--- config.mk ---
export PLATFORM = sky130hd
export DESIGN_NAME = output_compare_channel
export DESIGN_NICKNAME = d
export VERILOG_FILES = /design/src/core/ocmp_pkg.sv /design/src/core/ocmp_sync2.sv /design/src/core/ocmp_source_mux.sv /design/src/core/output_compare_channel.sv
export VERILOG_INCLUDE_DIRS = /design/src /design/src/core
export SDC_FILE = /design/constraint.sdc
export NUM_CORES = 1
export LEC_CHECK = 0
export BUFFER_PORTS_ARGS = -buffer_cell sky130_fd_sc_hd__buf_4
export CAP_MARGIN = 40
export CORE_UTILIZATION = 50
export CTS_CLUSTER_SIZE = 8
export DETAILED_ROUTE_END_ITERATION = 8
export PLACE_DENSITY = 0.76
export SLEW_MARGIN = 20
export SYNTH_ARGS = -nofsm -noshare
export SYNTH_HDL_FRONTEND = slang
export SYNTH_SLANG_ARGS = --single-unit
--- constraint.sdc ---
create_clock -name clk -period 7.98 [get_ports clk]
set_input_delay 1.596 -clock clk [delete_from_list [all_inputs] [get_ports clk]]
set_output_delay 1.596 -clock clk [all_outputs]
set_load 0.02 [all_outputs]
--- src/core/ocmp_map.svh ---
`ifndef OCMP_MAP_SVH
`define OCMP_MAP_SVH
// Register byte addresses on the AXI4-Lite bus.
`define ADDR_CTRL_ONE 8'h00
`define ADDR_CTRL_TWO 8'h04
`define ADDR_PRIMARY 8'h08
`define ADDR_SECONDARY 8'h0c
`define ADDR_TIMER 8'h10
// Control one field positions.
`define C1_IDLE_STOP 13
`define C1_CLKSEL_HI 12
`define C1_CLKSEL_LO 10
`define C1_FAULT_EN 7
`define C1_FAULT_STAT 4
`define C1_TRIG_CLR_MODE 3
`define C1_MODE_HI 2
`define C1_MODE_LO 0
`define C1_WMASK 16'h3c9f
// Control two field positions.
`define C2_FAULT_HOLD 15
`define C2_FAULT_LEVEL 14
`define C2_FAULT_TRIS 13
`define C2_INVERT 12
`define C2_CASCADE 8
`define C2_TRIG_SEL 7
`define C2_TRIG_STAT 6
`define C2_TRISTATE 5
`define C2_SRC_HI 4
`define C2_SRC_LO 0
`define C2_WMASK 16'hf1ff
// Reset values.
`define C1_RESET 16'h0000
`define C2_RESET 16'h000c
// Source codes.
`define SRC_NONE 5'h00
`define SRC_OWN_SEC 5'h1f
`define SRC_RESERVED_A 5'h1c
`define SRC_TRIGGEN 5'h0a
`define SRC_RESERVED_B 5'h09
// Clock select codes.
`define CLK_PERIPH 3'h7
`define CLK_TIMER_ONE 3'h4
`endif

--- src/core/ocmp_pkg.sv ---
package ocmp_pkg;
	// Output compare modes.
	typedef enum logic [2:0] {
		MODE_OFF = 3'h0,
		MODE_SINGLE_HIGH = 3'h1,
		MODE_SINGLE_LOW = 3'h2,
		MODE_TOGGLE = 3'h3,
		MODE_DOUBLE_SHOT = 3'h4,
		MODE_DOUBLE_CONT = 3'h5,
		MODE_PWM_EDGE = 3'h6,
		MODE_PWM_CENTRE = 3'h7
	} mode_e;
	typedef logic [15:0] word_t;
endpackage : ocmp_pkg

--- src/core/ocmp_sync2.sv ---
`timescale 1ns/1ps
`default_nettype none
// Two-flop synchroniser for a bundle of asynchronous levels.
module ocmp_sync2 #(
	parameter int WIDTH = 1
) (
	// Clock and reset.
	input wire logic clk,
	input wire logic sys_rst,
	// Levels.
	input wire logic [WIDTH-1:0] async_in,
	output logic [WIDTH-1:0] sync_out
);
	logic [WIDTH-1:0] stage;

	// Only the second stage is visible, to keep metastability contained.
	always_ff @(posedge clk or posedge sys_rst) begin
		if (sys_rst) begin
			stage <= '0;
			sync_out <= '0;
		end else begin
			stage <= async_in;
			sync_out <= stage;
		end
	end
endmodule : ocmp_sync2
`default_nettype wire

--- src/core/ocmp_source_mux.sv ---
`timescale 1ns/1ps
`default_nettype none
`include "ocmp_map.svh"
// Picks the synchronization or trigger event named by the source field.
module ocmp_source_mux #(
	parameter int CHANNEL = 1
) (
	// Selection.
	input wire logic [4:0] sel,
	// Candidate events, all in the clk domain.
	input wire logic own_secondary_match,
	input wire logic [2:1] ext_pin,
	input wire logic [4:1] comparator,
	input wire logic [4:1] capture_irq,
	input wire logic [4:1] capture_evt,
	input wire logic [5:1] general_timer,
	input wire logic [3:0] trigger_generator,
	input wire logic [4:1] compare_chan,
	// Chosen event.
	output logic event_out
);
	// Reserved and zero codes give no event.
	always_comb begin
		event_out = 1'b0;
		if (sel == `SRC_OWN_SEC)
			event_out = own_secondary_match; // RL13
		else if (sel == 5'h1e)
			event_out = ext_pin[2]; // RL14
		else if (sel == 5'h1d)
			event_out = ext_pin[1]; // RL14
		else if (sel >= 5'h18 && sel <= 5'h1b)
			event_out = comparator[3'(sel[1:0]) + 3'h1]; // RL14
		else if (sel >= 5'h10 && sel <= 5'h13)
			event_out = capture_irq[3'(sel[1:0]) + 3'h1]; // RL15
		else if (sel >= 5'h0b && sel <= 5'h0f)
			event_out = general_timer[3'(sel - 5'h0a)]; // RL16
		else if (sel == `SRC_TRIGGEN)
			event_out = trigger_generator[2'(CHANNEL - 1)]; // RL17
		else if (sel >= 5'h05 && sel <= 5'h08)
			event_out = capture_evt[3'(sel - 5'h04)]; // RL15
		else if (sel >= 5'h01 && sel <= 5'h04)
			event_out = compare_chan[3'(sel)]; // RL18
	end
endmodule : ocmp_source_mux
`default_nettype wire

--- src/core/output_compare_channel.sv ---
// Contract
// (RL1) Idle-stop bit set halts channel during CPU idle; clear keeps it running.
// (RL2) Fault A status flag set by hardware on fault pin; software reads/writes.
// (RL3) Compare values double-buffered only in PWM modes, else immediate.
// (RL4) Mode 111: high at primary match, low at secondary match.
// (RL5) Mode 110: high at timer zero, low at primary match.
// (RL6) Mode 101: start low, toggle on alternate primary/secondary matches.
// (RL7) Mode 100: start low, toggle on primary and secondary once.
// (RL8) Mode 011: toggle on every primary match.
// (RL9) Mode 010: start high, go low at primary match.
// (RL10) Mode 001: start low, go high at primary match.
// (RL11) Mode 000 disables the channel.
// (RL12) Fault hold mode keeps fault until software clear and new period.
// (RL13) Source 11111 uses own secondary match as sync.
// (RL14) Codes 11110/11101 pins 2/1; 11011-11000 comparators 4-1.
// (RL15) 10011-10000 capture interrupts; 01000-00101 capture events 4-1.
// (RL16) 01111-01011 general timers 5-1; 01100 is reset default.
// (RL17) 01010 selects trigger generator output channel minus one.
// (RL18) 00100-00001 select compare channels 4-1.
// (RL19) 00000 gives no sync and no trigger.
// (RL20) Software never picks this channel as its own source.
// (RL21) Turning channel off emits a trigger-out pulse.
// (RL22) Software deselects a source channel before disabling it.
// (RL23) Channel can flag compare match events.
// (RL24) Three-bit clock select; 111 peripheral clock, 110/101 reserved.
// (RL25) Trigger mode: source sets status; timer held clear while status clear.
`timescale 1ns/1ps
`default_nettype none
`include "ocmp_map.svh"
module output_compare_channel #(
	parameter int CHANNEL = 1,
	parameter int TW = 16
) (
	// Clock and reset.
	input wire logic clk,
	input wire logic sys_rst,
	// AXI4-Lite write address and data.
	input wire logic [7:0] s_axi_awaddr,
	input wire logic s_axi_awvalid,
	output logic s_axi_awready,
	input wire logic [31:0] s_axi_wdata,
	input wire logic [3:0] s_axi_wstrb,
	input wire logic s_axi_wvalid,
	output logic s_axi_wready,
	output logic [1:0] s_axi_bresp,
	output logic s_axi_bvalid,
	input wire logic s_axi_bready,
	// AXI4-Lite read.
	input wire logic [7:0] s_axi_araddr,
	input wire logic s_axi_arvalid,
	output logic s_axi_arready,
	output logic [31:0] s_axi_rdata,
	output logic [1:0] s_axi_rresp,
	output logic s_axi_rvalid,
	input wire logic s_axi_rready,
	// System state and clock ticks, same domain.
	input wire logic cpu_idle,
	input wire logic peripheral_clock_tick,
	input wire logic [5:1] timer_clock_tick,
	// Asynchronous pins.
	input wire logic fault_a_input_pin,
	input wire logic [2:1] ext_pin,
	// Sync and trigger sources, same domain.
	input wire logic [4:1] comparator,
	input wire logic [4:1] capture_irq,
	input wire logic [4:1] capture_evt,
	input wire logic [5:1] general_timer,
	input wire logic [3:0] trigger_generator,
	input wire logic [4:1] compare_chan,
	// Compare pin and events.
	output logic compare_out,
	output logic compare_out_en,
	output logic match_event,
	output logic trigger_out
);
	ocmp_pkg::word_t ctrl_one;
	ocmp_pkg::word_t ctrl_two;
	logic [TW-1:0] pri_reg, sec_reg, pri_act, sec_act, timer;
	logic pin_level, shot_done, fault_latched, fault_s;
	logic [2:1] ext_s;
	logic src_event, tick, run, pri_hit, sec_hit, zero_hit, period_start;
	logic pwm_mode, was_on;
	ocmp_pkg::mode_e mode, last_mode;
	// Register fields.
	assign mode = ocmp_pkg::mode_e'(ctrl_one[`C1_MODE_HI:`C1_MODE_LO]);
	assign pwm_mode = mode == ocmp_pkg::MODE_PWM_EDGE || mode == ocmp_pkg::MODE_PWM_CENTRE;
	ocmp_sync2 #(.WIDTH(3)) u_sync (
		.clk(clk),
		.sys_rst(sys_rst),
		.async_in({fault_a_input_pin, ext_pin}),
		.sync_out({fault_s, ext_s})
	);
	ocmp_source_mux #(.CHANNEL(CHANNEL)) u_mux (
		.sel(ctrl_two[`C2_SRC_HI:`C2_SRC_LO]),
		.own_secondary_match(sec_hit),
		.ext_pin(ext_s),
		.comparator(comparator),
		.capture_irq(capture_irq),
		.capture_evt(capture_evt),
		.general_timer(general_timer),
		.trigger_generator(trigger_generator),
		.compare_chan(compare_chan),
		.event_out(src_event)
	);
	// Clock select; reserved codes give no tick, so the timer stands.
	always_comb begin
		tick = 1'b0;
		case (ctrl_one[`C1_CLKSEL_HI:`C1_CLKSEL_LO])
			`CLK_PERIPH: tick = peripheral_clock_tick; // RL24
			`CLK_TIMER_ONE: tick = timer_clock_tick[1]; // RL24
			3'h3: tick = timer_clock_tick[5]; // RL24
			3'h2: tick = timer_clock_tick[4];
			3'h1: tick = timer_clock_tick[2];
			3'h0: tick = timer_clock_tick[3];
			default: tick = 1'b0;
		endcase
	end
	// Channel advances only when on, not idle-stopped and not awaiting trigger.
	assign run = mode != ocmp_pkg::MODE_OFF // RL11
		&& !(cpu_idle && ctrl_one[`C1_IDLE_STOP]) // RL1
		&& !(ctrl_two[`C2_TRIG_SEL] && !ctrl_two[`C2_TRIG_STAT]); // RL25
	assign pri_hit = run && tick && timer == pri_act;
	assign sec_hit = run && tick && timer == sec_act;
	assign zero_hit = run && tick && timer == '0;
	assign period_start = zero_hit;
	assign match_event = pri_hit || sec_hit; // RL23
	// AXI handshake state.
	logic aw_full, w_full;
	logic [7:0] aw_addr;
	logic [31:0] w_data;
	logic [3:0] w_strb;
	logic do_write;
	assign s_axi_awready = !aw_full && !s_axi_bvalid;
	assign s_axi_wready = !w_full && !s_axi_bvalid;
	assign s_axi_arready = !s_axi_rvalid;
	assign do_write = aw_full && w_full && !s_axi_bvalid;
	// Address and data are captured independently, in either order.
	always_ff @(posedge clk or posedge sys_rst) begin
		if (sys_rst) begin
			aw_full <= 1'b0;
			w_full <= 1'b0;
			aw_addr <= 8'h00;
			w_data <= 32'h0;
			w_strb <= 4'h0;
			s_axi_bvalid <= 1'b0;
			s_axi_bresp <= 2'h0;
		end else begin
			if (s_axi_awvalid && s_axi_awready) begin
				aw_full <= 1'b1;
				aw_addr <= s_axi_awaddr;
			end
			if (s_axi_wvalid && s_axi_wready) begin
				w_full <= 1'b1;
				w_data <= s_axi_wdata;
				w_strb <= s_axi_wstrb;
			end
			if (do_write) begin
				aw_full <= 1'b0;
				w_full <= 1'b0;
				s_axi_bvalid <= 1'b1;
				s_axi_bresp <= decode_ok(aw_addr) ? 2'h0 : 2'h2;
			end else if (s_axi_bready) begin
				s_axi_bvalid <= 1'b0;
			end
		end
	end
	// Unmapped addresses answer with a slave error.
	function automatic logic decode_ok(input logic [7:0] a);
		decode_ok = a == `ADDR_CTRL_ONE || a == `ADDR_CTRL_TWO || a == `ADDR_PRIMARY
			|| a == `ADDR_SECONDARY || a == `ADDR_TIMER;
	endfunction : decode_ok
	// Byte-lane merge of the low half word.
	function automatic logic [15:0] merge(input logic [15:0] old, input logic [31:0] d,
		input logic [3:0] s);
		merge = {s[1] ? d[15:8] : old[15:8], s[0] ? d[7:0] : old[7:0]};
	endfunction : merge
	// Control one; hardware fault set wins over a software clear.
	always_ff @(posedge clk or posedge sys_rst) begin
		if (sys_rst) begin
			ctrl_one <= `C1_RESET;
		end else begin
			if (do_write && aw_addr == `ADDR_CTRL_ONE)
				ctrl_one <= merge(ctrl_one, w_data, w_strb) & `C1_WMASK;
			if (ctrl_one[`C1_FAULT_EN] && fault_s)
				ctrl_one[`C1_FAULT_STAT] <= 1'b1; // RL2
		end
	end
	// Control two; trigger status set by the source, cleared by match if chosen.
	always_ff @(posedge clk or posedge sys_rst) begin
		if (sys_rst) begin
			ctrl_two <= `C2_RESET; // RL16
		end else begin
			if (do_write && aw_addr == `ADDR_CTRL_TWO)
				ctrl_two <= merge(ctrl_two, w_data, w_strb) & `C2_WMASK;
			else if (ctrl_one[`C1_TRIG_CLR_MODE] && sec_hit)
				ctrl_two[`C2_TRIG_STAT] <= 1'b0;
			if (ctrl_two[`C2_TRIG_SEL] && src_event)
				ctrl_two[`C2_TRIG_STAT] <= 1'b1; // RL25
		end
	end
	// Compare values: written shadows, loaded to active at period start in PWM.
	always_ff @(posedge clk or posedge sys_rst) begin
		if (sys_rst) begin
			pri_reg <= '0;
			sec_reg <= '0;
			pri_act <= '0;
			sec_act <= '0;
		end else begin
			if (do_write && aw_addr == `ADDR_PRIMARY)
				pri_reg <= TW'(merge(16'(pri_reg), w_data, w_strb));
			if (do_write && aw_addr == `ADDR_SECONDARY)
				sec_reg <= TW'(merge(16'(sec_reg), w_data, w_strb));
			if (!pwm_mode || period_start || mode == ocmp_pkg::MODE_OFF) begin
				pri_act <= pri_reg; // RL3
				sec_act <= sec_reg; // RL3
			end
		end
	end
	// Dedicated timer; cleared by sync events and while awaiting trigger.
	always_ff @(posedge clk or posedge sys_rst) begin
		if (sys_rst) begin
			timer <= '0;
		end else if (do_write && aw_addr == `ADDR_TIMER) begin
			timer <= TW'(merge(16'(timer), w_data, w_strb));
		end else if (mode == ocmp_pkg::MODE_OFF) begin
			timer <= '0;
		end else if (ctrl_two[`C2_TRIG_SEL] && !ctrl_two[`C2_TRIG_STAT]) begin
			timer <= '0; // RL25
		end else if (!ctrl_two[`C2_TRIG_SEL] && src_event
			&& ctrl_two[`C2_SRC_HI:`C2_SRC_LO] != `SRC_NONE) begin
			timer <= '0; // RL19
		end else if (run && tick) begin
			timer <= timer + 1'b1;
		end
	end
	// Pin state per mode; a mode change reinitialises the pin.
	always_ff @(posedge clk or posedge sys_rst) begin
		if (sys_rst) begin
			pin_level <= 1'b0;
			shot_done <= 1'b0;
			last_mode <= ocmp_pkg::MODE_OFF;
		end else begin
			last_mode <= mode;
			if (mode != last_mode) begin
				pin_level <= mode == ocmp_pkg::MODE_SINGLE_LOW; // RL9
				shot_done <= 1'b0;
			end else begin
				case (mode)
					ocmp_pkg::MODE_OFF: pin_level <= 1'b0; // RL11
					ocmp_pkg::MODE_SINGLE_HIGH: if (pri_hit) pin_level <= 1'b1; // RL10
					ocmp_pkg::MODE_SINGLE_LOW: if (pri_hit) pin_level <= 1'b0; // RL9
					ocmp_pkg::MODE_TOGGLE: if (pri_hit) pin_level <= !pin_level; // RL8
					ocmp_pkg::MODE_DOUBLE_SHOT: begin
						if (pri_hit && !shot_done)
							pin_level <= 1'b1; // RL7
						if (sec_hit && pin_level) begin
							pin_level <= 1'b0; // RL7
							shot_done <= 1'b1;
						end
					end
					ocmp_pkg::MODE_DOUBLE_CONT: begin
						if (pri_hit)
							pin_level <= 1'b1; // RL6
						if (sec_hit)
							pin_level <= 1'b0; // RL6
					end
					ocmp_pkg::MODE_PWM_EDGE: begin
						if (zero_hit)
							pin_level <= 1'b1; // RL5
						if (pri_hit)
							pin_level <= 1'b0; // RL5
					end
					ocmp_pkg::MODE_PWM_CENTRE: begin
						if (pri_hit)
							pin_level <= 1'b1; // RL4
						if (sec_hit)
							pin_level <= 1'b0; // RL4
					end
					default: pin_level <= 1'b0;
				endcase
			end
		end
	end
	// Fault latch; in hold mode it waits for software clear and a new period.
	always_ff @(posedge clk or posedge sys_rst) begin
		if (sys_rst) begin
			fault_latched <= 1'b0;
		end else if (ctrl_one[`C1_FAULT_EN] && fault_s) begin
			fault_latched <= 1'b1;
		end else if (!ctrl_one[`C1_FAULT_STAT]
			&& (!ctrl_two[`C2_FAULT_HOLD] || period_start)) begin
			fault_latched <= 1'b0; // RL12
		end
	end
	// Turn-off pulse toward channels using this one as source.
	always_ff @(posedge clk or posedge sys_rst) begin
		if (sys_rst) begin
			was_on <= 1'b0;
			trigger_out <= 1'b0;
		end else begin
			was_on <= mode != ocmp_pkg::MODE_OFF;
			trigger_out <= was_on && mode == ocmp_pkg::MODE_OFF; // RL21
		end
	end
	// Pin drive; fault overrides level or tri-states, then inversion applies.
	always_ff @(posedge clk or posedge sys_rst) begin
		if (sys_rst) begin
			compare_out <= 1'b0;
			compare_out_en <= 1'b0;
		end else begin
			compare_out <= (fault_latched ? ctrl_two[`C2_FAULT_LEVEL] : pin_level)
				^ ctrl_two[`C2_INVERT];
			compare_out_en <= !ctrl_two[`C2_TRISTATE]
				&& !(fault_latched && ctrl_two[`C2_FAULT_TRIS]);
		end
	end
	// Read path, one cycle after the address is taken.
	always_ff @(posedge clk or posedge sys_rst) begin
		if (sys_rst) begin
			s_axi_rvalid <= 1'b0;
			s_axi_rdata <= 32'h0;
			s_axi_rresp <= 2'h0;
		end else if (s_axi_arvalid && s_axi_arready) begin
			s_axi_rvalid <= 1'b1;
			s_axi_rresp <= decode_ok(s_axi_araddr) ? 2'h0 : 2'h2;
			case (s_axi_araddr)
				`ADDR_CTRL_ONE: s_axi_rdata <= {16'h0, ctrl_one};
				`ADDR_CTRL_TWO: s_axi_rdata <= {16'h0, ctrl_two};
				`ADDR_PRIMARY: s_axi_rdata <= 32'(pri_reg);
				`ADDR_SECONDARY: s_axi_rdata <= 32'(sec_reg);
				`ADDR_TIMER: s_axi_rdata <= 32'(timer);
				default: s_axi_rdata <= 32'h0;
			endcase
		end else if (s_axi_rready) begin
			s_axi_rvalid <= 1'b0;
		end
	end
	chk_off_quiet: assert property (@(posedge clk) disable iff (sys_rst) // RL11
		mode == ocmp_pkg::MODE_OFF |-> !match_event)
		else $error("match while disabled");
	chk_idle_halt: assert property (@(posedge clk) disable iff (sys_rst) // RL1
		cpu_idle && ctrl_one[`C1_IDLE_STOP] && mode != ocmp_pkg::MODE_OFF && !do_write
		&& !src_event && !ctrl_two[`C2_TRIG_SEL] |=> $stable(timer))
		else $error("ran during idle stop");
	chk_trig_hold: assert property (@(posedge clk) disable iff (sys_rst) // RL25
		ctrl_two[`C2_TRIG_SEL] && !ctrl_two[`C2_TRIG_STAT] && !do_write |=> timer == '0)
		else $error("timer not held clear");
	chk_edge_low: assert property (@(posedge clk) disable iff (sys_rst) // RL5
		mode == ocmp_pkg::MODE_PWM_EDGE && $stable(mode) && pri_hit |=> !pin_level)
		else $error("edge pwm not low at match");
	chk_centre_high: assert property (@(posedge clk) disable iff (sys_rst) // RL4
		mode == ocmp_pkg::MODE_PWM_CENTRE && $stable(mode) && pri_hit && !sec_hit
		|=> pin_level)
		else $error("centre pwm not high at match");
	chk_toggle_flip: assert property (@(posedge clk) disable iff (sys_rst) // RL8
		mode == ocmp_pkg::MODE_TOGGLE && $stable(mode) && pri_hit
		|=> pin_level != $past(pin_level))
		else $error("toggle missed");
	chk_single_high: assert property (@(posedge clk) disable iff (sys_rst) // RL10
		mode == ocmp_pkg::MODE_SINGLE_HIGH && $stable(mode) && pri_hit |=> pin_level)
		else $error("single high missed");
	chk_off_pulse: assert property (@(posedge clk) disable iff (sys_rst) // RL21
		$fell(mode != ocmp_pkg::MODE_OFF) |=> trigger_out ##1 !trigger_out)
		else $error("no turn off pulse");
	chk_fault_flag: assert property (@(posedge clk) disable iff (sys_rst) // RL2
		ctrl_one[`C1_FAULT_EN] && fault_s |=> ctrl_one[`C1_FAULT_STAT])
		else $error("fault flag not set");
endmodule : output_compare_channel
`default_nettype wire

==> metrics.md, run 1 <==
| Metric | Value |
|---|---|
| Status | complete, no violations |
| Drt first pass iters | 5 |
| H-tree lvl count | 4 |
| Worst VDD drop | 178 uV |
| Vias per inst | between 5 and 6 |
| FP Rows | 47 |
| RD Place Congestion | 0.897 |
| Share of cells above drive strength 1 | 27.6% |
| Min-delay worst type | flop to flop |
| Gr usage total | between 20% and 30% |
| Setup slack after layout | 2.85 ns |
| Kind of critical path | input port to output pin |
| Slew HR | a little under half |
| Core region area | 16600 um2 |
| Die height | 133 um |
| Fin Hold WS | approximately 0.35 ns |
| Endpoint class of the critical path | output pin |
| Worst Setup EP | match_event |
| Initial antenna violation count | 0 |
| Post-synth EDFFs | 0 |
| R2R depth | 9 |
| Worst Setup SP | timer_clock_tick[1] |
| Num CTS Buffers | 17 |
| Final Cycle Share | 64.3% |
| Layout Skew | 0.00542 ns |
| Top cell type's share of synthesized area | 48.3% |
| WP data arrival | 3.53 ns |
| Synth area leader | dfrtp_1 |
| Top FF cell, synth | dfrtp_1 |
| Clock sinks | 167 |
| Post-synthesis cell area | 8550 um2 |
| Inserted Diodes | 0 |
| Max-cap violations | 0 |
| CP Max Fanout | 17 |
| Hold buffers post-CTS | 0 |
| CTS tree | yes |
| Post-CTS setup buffer count | 0 |
| IO Pins | 139 |
| Ys async rst share | 100% |
| PD cells | around 250 nW/um2 |
| Final wirelength | between 20 and 25 mm |
| FF+latch count, synth | 167 |
| RR Endpoint | timer[15]$_DFFE_PP0P_ |
| Crit start category | input port |
| Fmax | 195 MHz |
| Crit Reg-Reg Startpoint | ctrl_two[0]$_DFFE_PP0P_ |
| Fin Setup TNS | 0 ns |
| First-pass GRT wire length | 34.0 mm |
| Sequential share of the synthesized area | 48.9% |
| Nets | 966 |
| Starting density of the core | 51.3% |
| Final min period | 5.13 ns |
| Detail Route Antenna Nets | 0 |
| Commonest cells in the netlist | dfrtp_1, mux2_2, nand2_1 |
| Die ar. | 17600 um2 |
| Post-DP Area | 9440 um2 |
| CP required | 6.38 ns |
| Post-DP HPWL | 15.1 mm |
| Via count | ~6400 |
| Worst-Skew Late Latency | approximately 0.43 ns |
| Reg clk slew, reported paths | 0.06 ns |
| PortBufs | 99 |
| Syn Area/Cell | 10.9 um2 |
| Count of cell types in the netlist | 73 |
| Most frequent cell after synthesis | dfrtp_1 |
| Clk root buf | clkbuf_16 |
| CTS Buffer Depth | 2 |
| Post-Synthesis Cells | 783 |
| Post-cts sizing count | 0 |
| Die width | 133 um |
| RSZ-0062 raised after global routing | false |
| Synth warnings | 0 |
| Layout overhead on the synthesized area | 17.3% |
| Leakage power | between 4 and 5 nW |
| Largest net degree at the start of global routing | 73 |
| Synth area leaders | dfrtp_1, mux2_2, xnor2_1 |
| Vias in the first global route | 6181 |
| Residual DRC | 0 |
| Drt wl/cell | between 15 and 20 um |
| Total congestion overflow | 0 |
| Final instance area | approximately 10000 um2 |
| DP Worst Slack | 2.90 ns |
| Final setup fails | 0 |
| Number of DRC markers in iteration 0 | between 600 and 700 |
| Slew Viols, Final | 0 |
| Final hold vios | 0 |
| Slew of the pin with the lowest slew margin | ~0.82 ns |
| R2R setup slack | between 4 and 5 ns |
[metrics by stage]
stage / cells / power, mW / utilization (%)
6_report: 1092 / 2.50 / 60.2
5_1_grt: 1092 / 2.62 / 60.2
3_5_place_dp: 1060 / 1.71 / 56.7
4_1_cts: 1090 / 2.51 / 60.1
3_3_place_gp: 1056 / 1.68 / 56.1
2_1_floorplan: 800 / 1.48 / -
[cell usage in the layout, fill, tap and decap left out, drive strengths merged, types with 10 or more instances in the layout]
| cell | synthesis | layout |
|---|---|---|
| nor3 | 12 | 12 |
| o21ai | 48 | 48 |
| a21oi | 19 | 19 |
| nand3 | 16 | 16 |
| clkbuf | 40 | 22 |
| nor2 | 38 | 38 |
| dfrtp | 165 | 165 |
| nand4 | 10 | 10 |
| buf | 26 | 107 |
| mux2 | 109 | 109 |
| ha | 11 | 11 |
| xnor2 | 33 | 33 |
| and3 | 11 | 11 |
| inv | 26 | 26 |
| mux2i | 18 | 18 |
| nand2 | 54 | 54 |
| conb | 1 | 18 |
[worst max-delay path, cell delays in order]
cell and delay, ns:
buf_4 0.07, or3b_1 0.33, a32oi_1 0.27, and3_1 0.68, and2_1 0.29, nand2b_1 0.14, buf_4 0.15
[layer usage]
metal | global-route usage [%] | vias to the layer above | wire length, um
li1 | - | 2931 | -
met1 | 35.4 | 3159 | 9300
met2 | 38.3 | 283 | 9680
met3 | 6.17 | 35 | 1770
met4 | 10.4 | 0 | 452
met5 | 0 | - | 0
[worst min-delay path by stage]
| stage | from | to | depth (start not counted) |
|---|---|---|---|
| global route | u_sync.stage[2]$_DFF_PP0_ | u_sync.sync_out[2]$_DFF_PP0_ | 0 |
| CTS | u_sync.stage[0]$_DFF_PP0_ | u_sync.sync_out[0]$_DFF_PP0_ | 0 |
| global placement | u_sync.stage[1]$_DFF_PP0_ | u_sync.sync_out[1]$_DFF_PP0_ | 0 |
| floorplan | u_sync.stage[0]$_DFF_PP0_ | u_sync.sync_out[0]$_DFF_PP0_ | 0 |
| finish | u_sync.stage[0]$_DFF_PP0_ | u_sync.sync_out[0]$_DFF_PP0_ | 0 |
| detailed placement | u_sync.stage[0]$_DFF_PP0_ | u_sync.sync_out[0]$_DFF_PP0_ | 0 |
[cells by family after synthesis]
family	share of synthesized area (%)
muxes	16.7
xor gates and xnor gates	3.69
adders and majority gates	1.61
buffers and inverters	4.90
DFF	48.9
other	0.0439
and+or+nand+nor	11.5
AOI/OAI and AO/OA	12.6
[power by group]
part	switching, mW	total [mW]	internal [mW]
logic	0.261	0.523	0.262
registers	0.203	1.19	0.985
clock network	0.321	0.792	0.471
total	0.785	2.50	1.72
[area by class of cell]
cell class / instances / area (um2)
fillers: 1384 / 6620
flip-flops and latches: 167 / 4180
multi-input cells: 541 / 4010
repair buffers: 108 / 888
clock buffers: 21 / 460
well taps: 220 / 275
clock inverters: 9 / 103
inverters: 26 / 103
No activity file was read; power rests on OpenSTA's default activity.
==> run 2, diff against run 1 <==
--- a/config.mk
+++ b/config.mk
@@ -6,12 +6,13 @@
 export SDC_FILE = /design/constraint.sdc
 export NUM_CORES = 1
 export LEC_CHECK = 0
+export ABC_AREA = 1
 export BUFFER_PORTS_ARGS = -buffer_cell sky130_fd_sc_hd__buf_4
 export CAP_MARGIN = 40
 export CORE_UTILIZATION = 50
 export CTS_CLUSTER_SIZE = 8
 export DETAILED_ROUTE_END_ITERATION = 8
-export PLACE_DENSITY = 0.76
+export PLACE_DENSITY = 0.79
 export SLEW_MARGIN = 20
 export SYNTH_ARGS = -nofsm -noshare
 export SYNTH_HDL_FRONTEND = slang
==> constraint.sdc (replaced) <==
create_clock -name clk -period 4.6 [get_ports clk]
set_input_delay 0.92 -clock clk [delete_from_list [all_inputs] [get_ports clk]]
set_output_delay 0.92 -clock clk [all_outputs]
set_load 0.02 [all_outputs]
==> run 2 against run 1 <==
Against the previous run:
- via count up 23%
- clock-buffer cell count down 1
- sequential power up 75%
- global-route usage up 2.0 points
- sequential cell count unchanged
- register-to-register slack worse by 2.6 ns
- sequential share of layout area down 0.32 points
- clock power up 69%
- largest power group unchanged
==> metrics.md, run 2 <==
| Metric | Value |
|---|---|
| Status | complete, no violations |
| Reg clk slew, reported paths | 0.06 ns |
| Inserted Diodes | 0 |
| CP Max Fanout | 8 |
| Reg area | around 4200 um2 |
| Synth area leaders | dfrtp_1, nand2_1, o21ai_0 |
| CTS Buffer Depth | 2 |
| Clock sinks | 167 |
| Synth area leader | dfrtp_1 |
| Kind of critical path | flop to output pin |
| Commonest cells in the netlist | nand2_1, dfrtp_1, o21ai_0 |
| PD cells | 456 nW/um2 |
| Final wirelength | 23.5 mm |
| Fill cells | 1463 |
| Layout Skew | approximately 0.0099 ns |
| CP required | ~3.7 ns |
| FP Rows | 47 |
| Post-synth EDFFs | 0 |
| Vias in the first global route | 7615 |
| Pint | 2.97 mW |
| Post-Synthesis Cells | around 1100 |
| Final instance area | between 10000 and 15000 um2 |
| Slew HR | 49.0% |
| Hold buffers post-CTS | 0 |
| Combinational cell fraction of total power | 25.8% |
| Via count | just under 8000 |
| Clock power share | 29.2% |
| Core region area | 16800 um2 |
| Final hold vios | 0 |
| Final Cycle Share | between 70% and 80% |
| Residual DRC | 0 |
| Seq pwr share | 45.1% |
| Min-delay worst type | flop to flop |
| Post-DP Area | ~9500 um2 |
| Clk root buf | clkbuf_16 |
| Die width | 134 um |
| Most frequent cell after synthesis | nand2_1 |
| Synth warnings | 0 |
| Post-synthesis cell area | a little under 9000 um2 |
| Sw frac | 35.4% |
| Net Switching | 1.63 mW |
| First-pass GRT wire length | about 38 mm |
| DP Worst Slack | around 1.5 ns |
| RSZ-0062 raised after global routing | false |
| Crit start category | flop |
| Max-cap violations | 0 |
| Post-DP HPWL | around 17 mm |
| Commonest non-fill, non-tap cells in the layout | nand2_1, dfrtp_1, o21ai_0 |
| Fmax | 292 MHz |
| Detail Route Antenna Nets | 0 |
| Vias per inst | approximately 5.6 |
| Starting density of the core | 51.9% |
| Final min period | 3.43 ns |
| Initial antenna violation count | 0 |
| Setup slack after layout | 1.17 ns |
| Sequential share of the synthesized area | 48.1% |
| RD Place Congestion | 0.924 |
| Area of the multi-input gates | 3810 um2 |
| Layout overhead on the synthesized area | 16.2% |
| Gr usage total | 27.4% |
| Leakage power | 4.73 nW |
| Nets | 1275 |
| Commonest non-fill, non-tap cell in the layout | nand2_1 |
| Endpoint class of the critical path | output pin |
| Count of cell types in the netlist | between 50 and 60 |
| IO Pins | 139 |
| Fin Setup TNS | 0 ns |
| CTS tree | yes |
| Share of cells above drive strength 1 | 15.1% |
| Die height | 134 um |
| Slew Viols, Final | 0 |
| Num CTS Buffers | 17 |
| Drt first pass iters | 6 |
| Ys async rst share | 100% |
| Post-cts sizing count | 0 |
| Worst-Skew Late Latency | 0.44 ns |
| Fin cells | 1403 |
| Fin Hold WS | 0.348 ns |
| FF+latch count, synth | 167 |
| Die ar. | 17900 um2 |
| Slew of the pin with the lowest slew margin | 0.765 ns |
| Placed cell count | between 1000 and 1500 |
| Post-CTS setup buffer count | 0 |
| Top FF cell, synth | dfrtp_1 |
| Syn Area/Cell | 8.02 um2 |
| Final setup fails | 0 |
| Number of DRC markers in iteration 0 | 625 |
| Top cell type's share of synthesized area | 47.5% |
| Largest net degree at the start of global routing | 106 |
| PortBufs | a little under 100 |
| WP data arrival | 2.51 ns |
| Worst VDD drop | 424 uV |
| H-tree lvl count | 4 |
| Drt wl/cell | 16.7 um |
| Total congestion overflow | 0 |
[run 2: worst max-delay path, stage by stage (launching register included)]
cell     delay, ns
dfrtp_1       0.52
inv_1         0.14
nand2_1       0.09
nand4_1       0.10
nor4_1        0.50
nand3_1       0.38
nand2_1       0.19
buf_4         0.16
[run 2: layer usage]
layer	vias up	track usage (%)	part of all wire, %
li1	3690	-	-
met1	3723	34.6	41
met2	384	43.8	47
met3	71	5.22	7.7
met4	0	16.7	5.0
met5	-	0	0
[run 2: cell type report]
type                       instances  share of cell area [%]
sequential                       167                    41.4
multi-input combinational        762                    37.8
timing repair buffer             110                    8.41
clock buffer                      20                    4.42
inverter                         112                    4.25
tap                              220                    2.73
clock inverter                    12                    1.03
[run 2: path summary, 6_finish.rpt]
kind	startpoint	endpoint	slack, ns	cells past startpoint
setup reg to reg	ctrl_two[0]$_DFFE_PP0P_	timer[0]$_DFFE_PP0P_	1.60	16
setup / recovery	timer[13]$_DFFE_PP0P_	match_event	1.17	7
hold / removal	u_sync.stage[2]$_DFF_PP0_	u_sync.sync_out[2]$_DFF_PP0_	0.35	0
max in group asynchronous	sys_rst	sec_act[15]$_DFFE_PP0P_	3.22	3
hold reg to reg	u_sync.stage[2]$_DFF_PP0_	u_sync.sync_out[2]$_DFF_PP0_	0.35	0
min in group asynchronous	sys_rst	aw_full$_DFFE_PP0P_	0.46	2
[run 2: power by group through the flow]
stage	Sequential (mW)	Combinational [mW]	Clock, mW
floorplan	2.02	0.811	0
global placement	2.08	1.13	0
detailed placement	2.08	1.17	0
CTS	2.07	1.18	1.35
global route	2.11	1.33	1.40
finish	2.08	1.19	1.34
[run 2: through the flow]
step | utilization, % | total power, mW
floorplan | - | 2.84
global placement | 56.8 | 3.20
detailed placement | 56.9 | 3.25
CTS | 60.2 | 4.60
global route | 60.3 | 4.85
finish | 60.3 | 4.60
[run 2: cells by family after synthesis]
kind of cell / count (synthesis) / synth area share (%)
xor+xnor: 21 / 2.12
buf+inv: 172 / 8.76
compound gates: 190 / 12.1
simple gates: 513 / 26.2
flops: 167 / 48.1
other cells: 1 / 0.0431
fa+ha+maj: 11 / 1.58
mux: 9 / 1.17
==> run 3, diff against run 2 <==
==> constraint.sdc (replaced) <==
create_clock -name clk -period 3.1 [get_ports clk]
set_input_delay 0.62 -clock clk [delete_from_list [all_inputs] [get_ports clk]]
set_output_delay 0.62 -clock clk [all_outputs]
set_load 0.02 [all_outputs]
==> run 3 against run 2 <==
Against the previous run:
- combinational power grew 49%
- critical path depth unchanged
- via count fell by 0.85%
- clock-buffer cell count is 1 higher
- final area is 1.1% higher
- sequential cell count unchanged
- routed wire length down 0.37%
- die area unchanged
- cell count increased by 0.21%
- critical path type unchanged
- highest routed layer unchanged
==> metrics.md, run 3 (synthesis gave the netlist of run 2 again) <==
| Metric | Value |
|---|---|
| Status | complete, no violations |
| Hold path depth | 1 |
| Drt wl/cell | 16.6 um |
| Die ar. | 17900 um2 |
| Largest net degree at the start of global routing | roughly 110 |
| Fin Setup TNS | 0 ns |
| RR Endpoint | timer[5]$_DFFE_PP0P_ |
| Starting density of the core | 51.9% |
| Layout overhead on the synthesized area | 17.4% |
| Leakage power | 4.78 nW |
| Final Cycle Share | 96.3% |
| Final wirelength | 23.4 mm |
| H-tree lvl count | 4 |
| Die width | roughly 130 um |
| Pint | 4.64 mW |
| Max-cap violations | 0 |
| Final Util | 60.9% |
| R2R depth | 16 |
| Core region area | ~17000 um2 |
| Total power | around 7 mW |
| RD Place Congestion | 0.946 |
| Hold buffers post-CTS | 0 |
| Commonest non-fill, non-tap cell in the layout | nand2_1 |
| Reg clk slew, reported paths | 0.07 ns |
| Net Switching | 2.41 mW |
| Vias per inst | 5.55 |
| Cell Chain, Critical Path | inv_1, nand2_1, nand4_1, nor4_1, nand3_1, nand2_1, buf_4 |
| IO Pins | 139 |
| Crit start category | flop |
| R2R setup slack | 0.36 ns |
| Kind of critical path | flop to output pin |
| WP data arrival | 2.37 ns |
| Clock sinks | 167 |
| Die height | 134 um |
| Endpoint class of the critical path | output pin |
| Most used cell, CP | nand2_1 |
| CTS Buffer Depth | 2 |
| First-pass GRT wire length | 38.0 mm |
| RSZ-0062 raised after global routing | false |
| Final setup fails | 0 |
| Detail Route Antenna Nets | 0 |
| Slew of the pin with the lowest slew margin | 0.810 ns |
| CP Max Fanout | 9 |
| Slowest CP cell | dfrtp_1 |
| Hold Path Origin | ext_pin[2] |
| Slew Viols, Final | 0 |
| Via count | approximately 7800 |
| Crit Reg-Reg Startpoint | ctrl_two[1]$_DFFE_PP0P_ |
| Total congestion overflow | 0 |
| CP peak stage delay | about 0.52 ns |
| Num CTS Buffers | 17 |
| Layout Skew | 0.0152 ns |
| Share of cells above drive strength 1 | 15.5% |
| Clock power share | 31.3% |
| Inserted Diodes | 0 |
| Worst-Skew Late Latency | around 0.44 ns |
| Post-cts sizing count | 0 |
| Sw frac | around a third |
| Commonest non-fill, non-tap cells in the layout | nand2_1, dfrtp_1, o21ai_0 |
| Post-DP HPWL | 16.7 mm |
| Clk root buf | clkbuf_16 |
| Number of DRC markers in iteration 0 | 800 |
| PD cells | 690 nW/um2 |
| PortBufs | 99 |
| CP required | 2.48 ns |
| Slew HR | 46.0% |
| Fmax | 335 MHz |
| Gr usage total | 27.5% |
| Residual DRC | 0 |
| Combinational cell fraction of total power | between 20 and 30% |
| Nets | 1278 |
| FP Rows | 47 |
| Post-CTS setup buffer count | 0 |
| Final min period | roughly 3 ns |
| Worst Hold Path EP | u_sync.stage[1]$_DFF_PP0_ |
| CTS tree | yes |
| Seq pwr share | 43.6% |
| Worst VDD drop | 463 uV |
| Drt first pass iters | 7 |
| Initial antenna violation count | 0 |
| Final hold vios | 0 |
| Min-delay worst type | input port to flop |
| Vias in the first global route | ~7500 |
[run 3: changes by cell type in the layout (fill, tap and decap cells not counted)]
| cell | change |
|---|---|
| dfrtp_2 | +1 |
| clkbuf_8 | +2 |
| buf_4 | +2 |
| buf_12 | +2 |
| dfrtp_1 | -1 |
| clkbuf_1 | -1 |
| bufinv_16 | +2 |
| clkinv_2 | -2 |
| buf_6 | -1 |
| clkinv_4 | -1 |
[run 3: through the flow]
| step | cell area (um2) | cells | hold WS, ns | setup WS, ns |
|---|---|---|---|---|
| floorplan | 8760 | 1101 | 0.331 | 0.355 |
| global placement | 9580 | 1373 | 0.336 | 0.415 |
| detailed placement | 9590 | 1374 | 0.335 | 0.313 |
| CTS | 10200 | 1406 | 0.289 | 0.140 |
| global route | 10200 | 1406 | 0.289 | 0.0143 |
| finish | 10200 | 1406 | 0.289 | 0.113 |
[run 3: worst max-delay path by stage]
| stage | startpoint | to | slack (ns) | cells past startpoint |
|---|---|---|---|---|
| floorplan | sys_rst | aw_addr[0]$_DFFE_PP0P_ | 0.35 | 1 |
| detailed placement | ctrl_two[1]$_DFFE_PP0P_ | timer[15]$_DFFE_PP0P_ | 0.31 | 16 |
| CTS | timer[12]$_DFFE_PP0P_ | match_event | 0.14 | 7 |
| global route | timer[7]$_DFFE_PP0P_ | match_event | 0.01 | 7 |
| global placement | ctrl_two[1]$_DFFE_PP0P_ | timer[1]$_DFFE_PP0P_ | 0.42 | 16 |
| finish | timer[7]$_DFFE_PP0P_ | match_event | 0.11 | 7 |
[run 3: worst max-delay path, delay by kind of cell (launching register included)]
| family | cells | cell delay (ns) |
|---|---|---|
| and+or+nand+nor | 5 | 1.09 |
| DFF | 1 | 0.52 |
| buffers and inverters | 2 | 0.33 |
[run 3: power by group through the flow]
stage | clock [mW] | combinational (mW) | sequential (mW)
floorplan | 0 | 1.20 | 3.00
global placement | 0 | 1.68 | 3.08
detailed placement | 0 | 1.74 | 3.09
CTS | 2.21 | 1.75 | 3.06
global route | 2.30 | 1.98 | 3.13
finish | 2.21 | 1.77 | 3.08
[run 3: area by class of cell]
cell class | count | area [um2]
Clock buffer | 21 | 470
Inverter | 112 | 429
Fill cell | 1460 | 6550
Multi-Input combinational cell | 762 | 3810
Sequential cell | 167 | 4180
Tap cell | 220 | 275
Clock inverter | 11 | 145
Timing Repair Buffer | 113 | 893
[run 3: routing by layer]
| layer | part of all wire, % | global-route usage, % | up-vias |
|---|---|---|---|
| met1 | 42 | 36.6 | 3672 |
| met4 | 4.0 | 13.8 | 0 |
| met2 | 47 | 43.3 | 375 |
| met5 | 0 | 0 | - |
| met3 | 7.5 | 5.10 | 64 |
| li1 | - | - | 3690 |
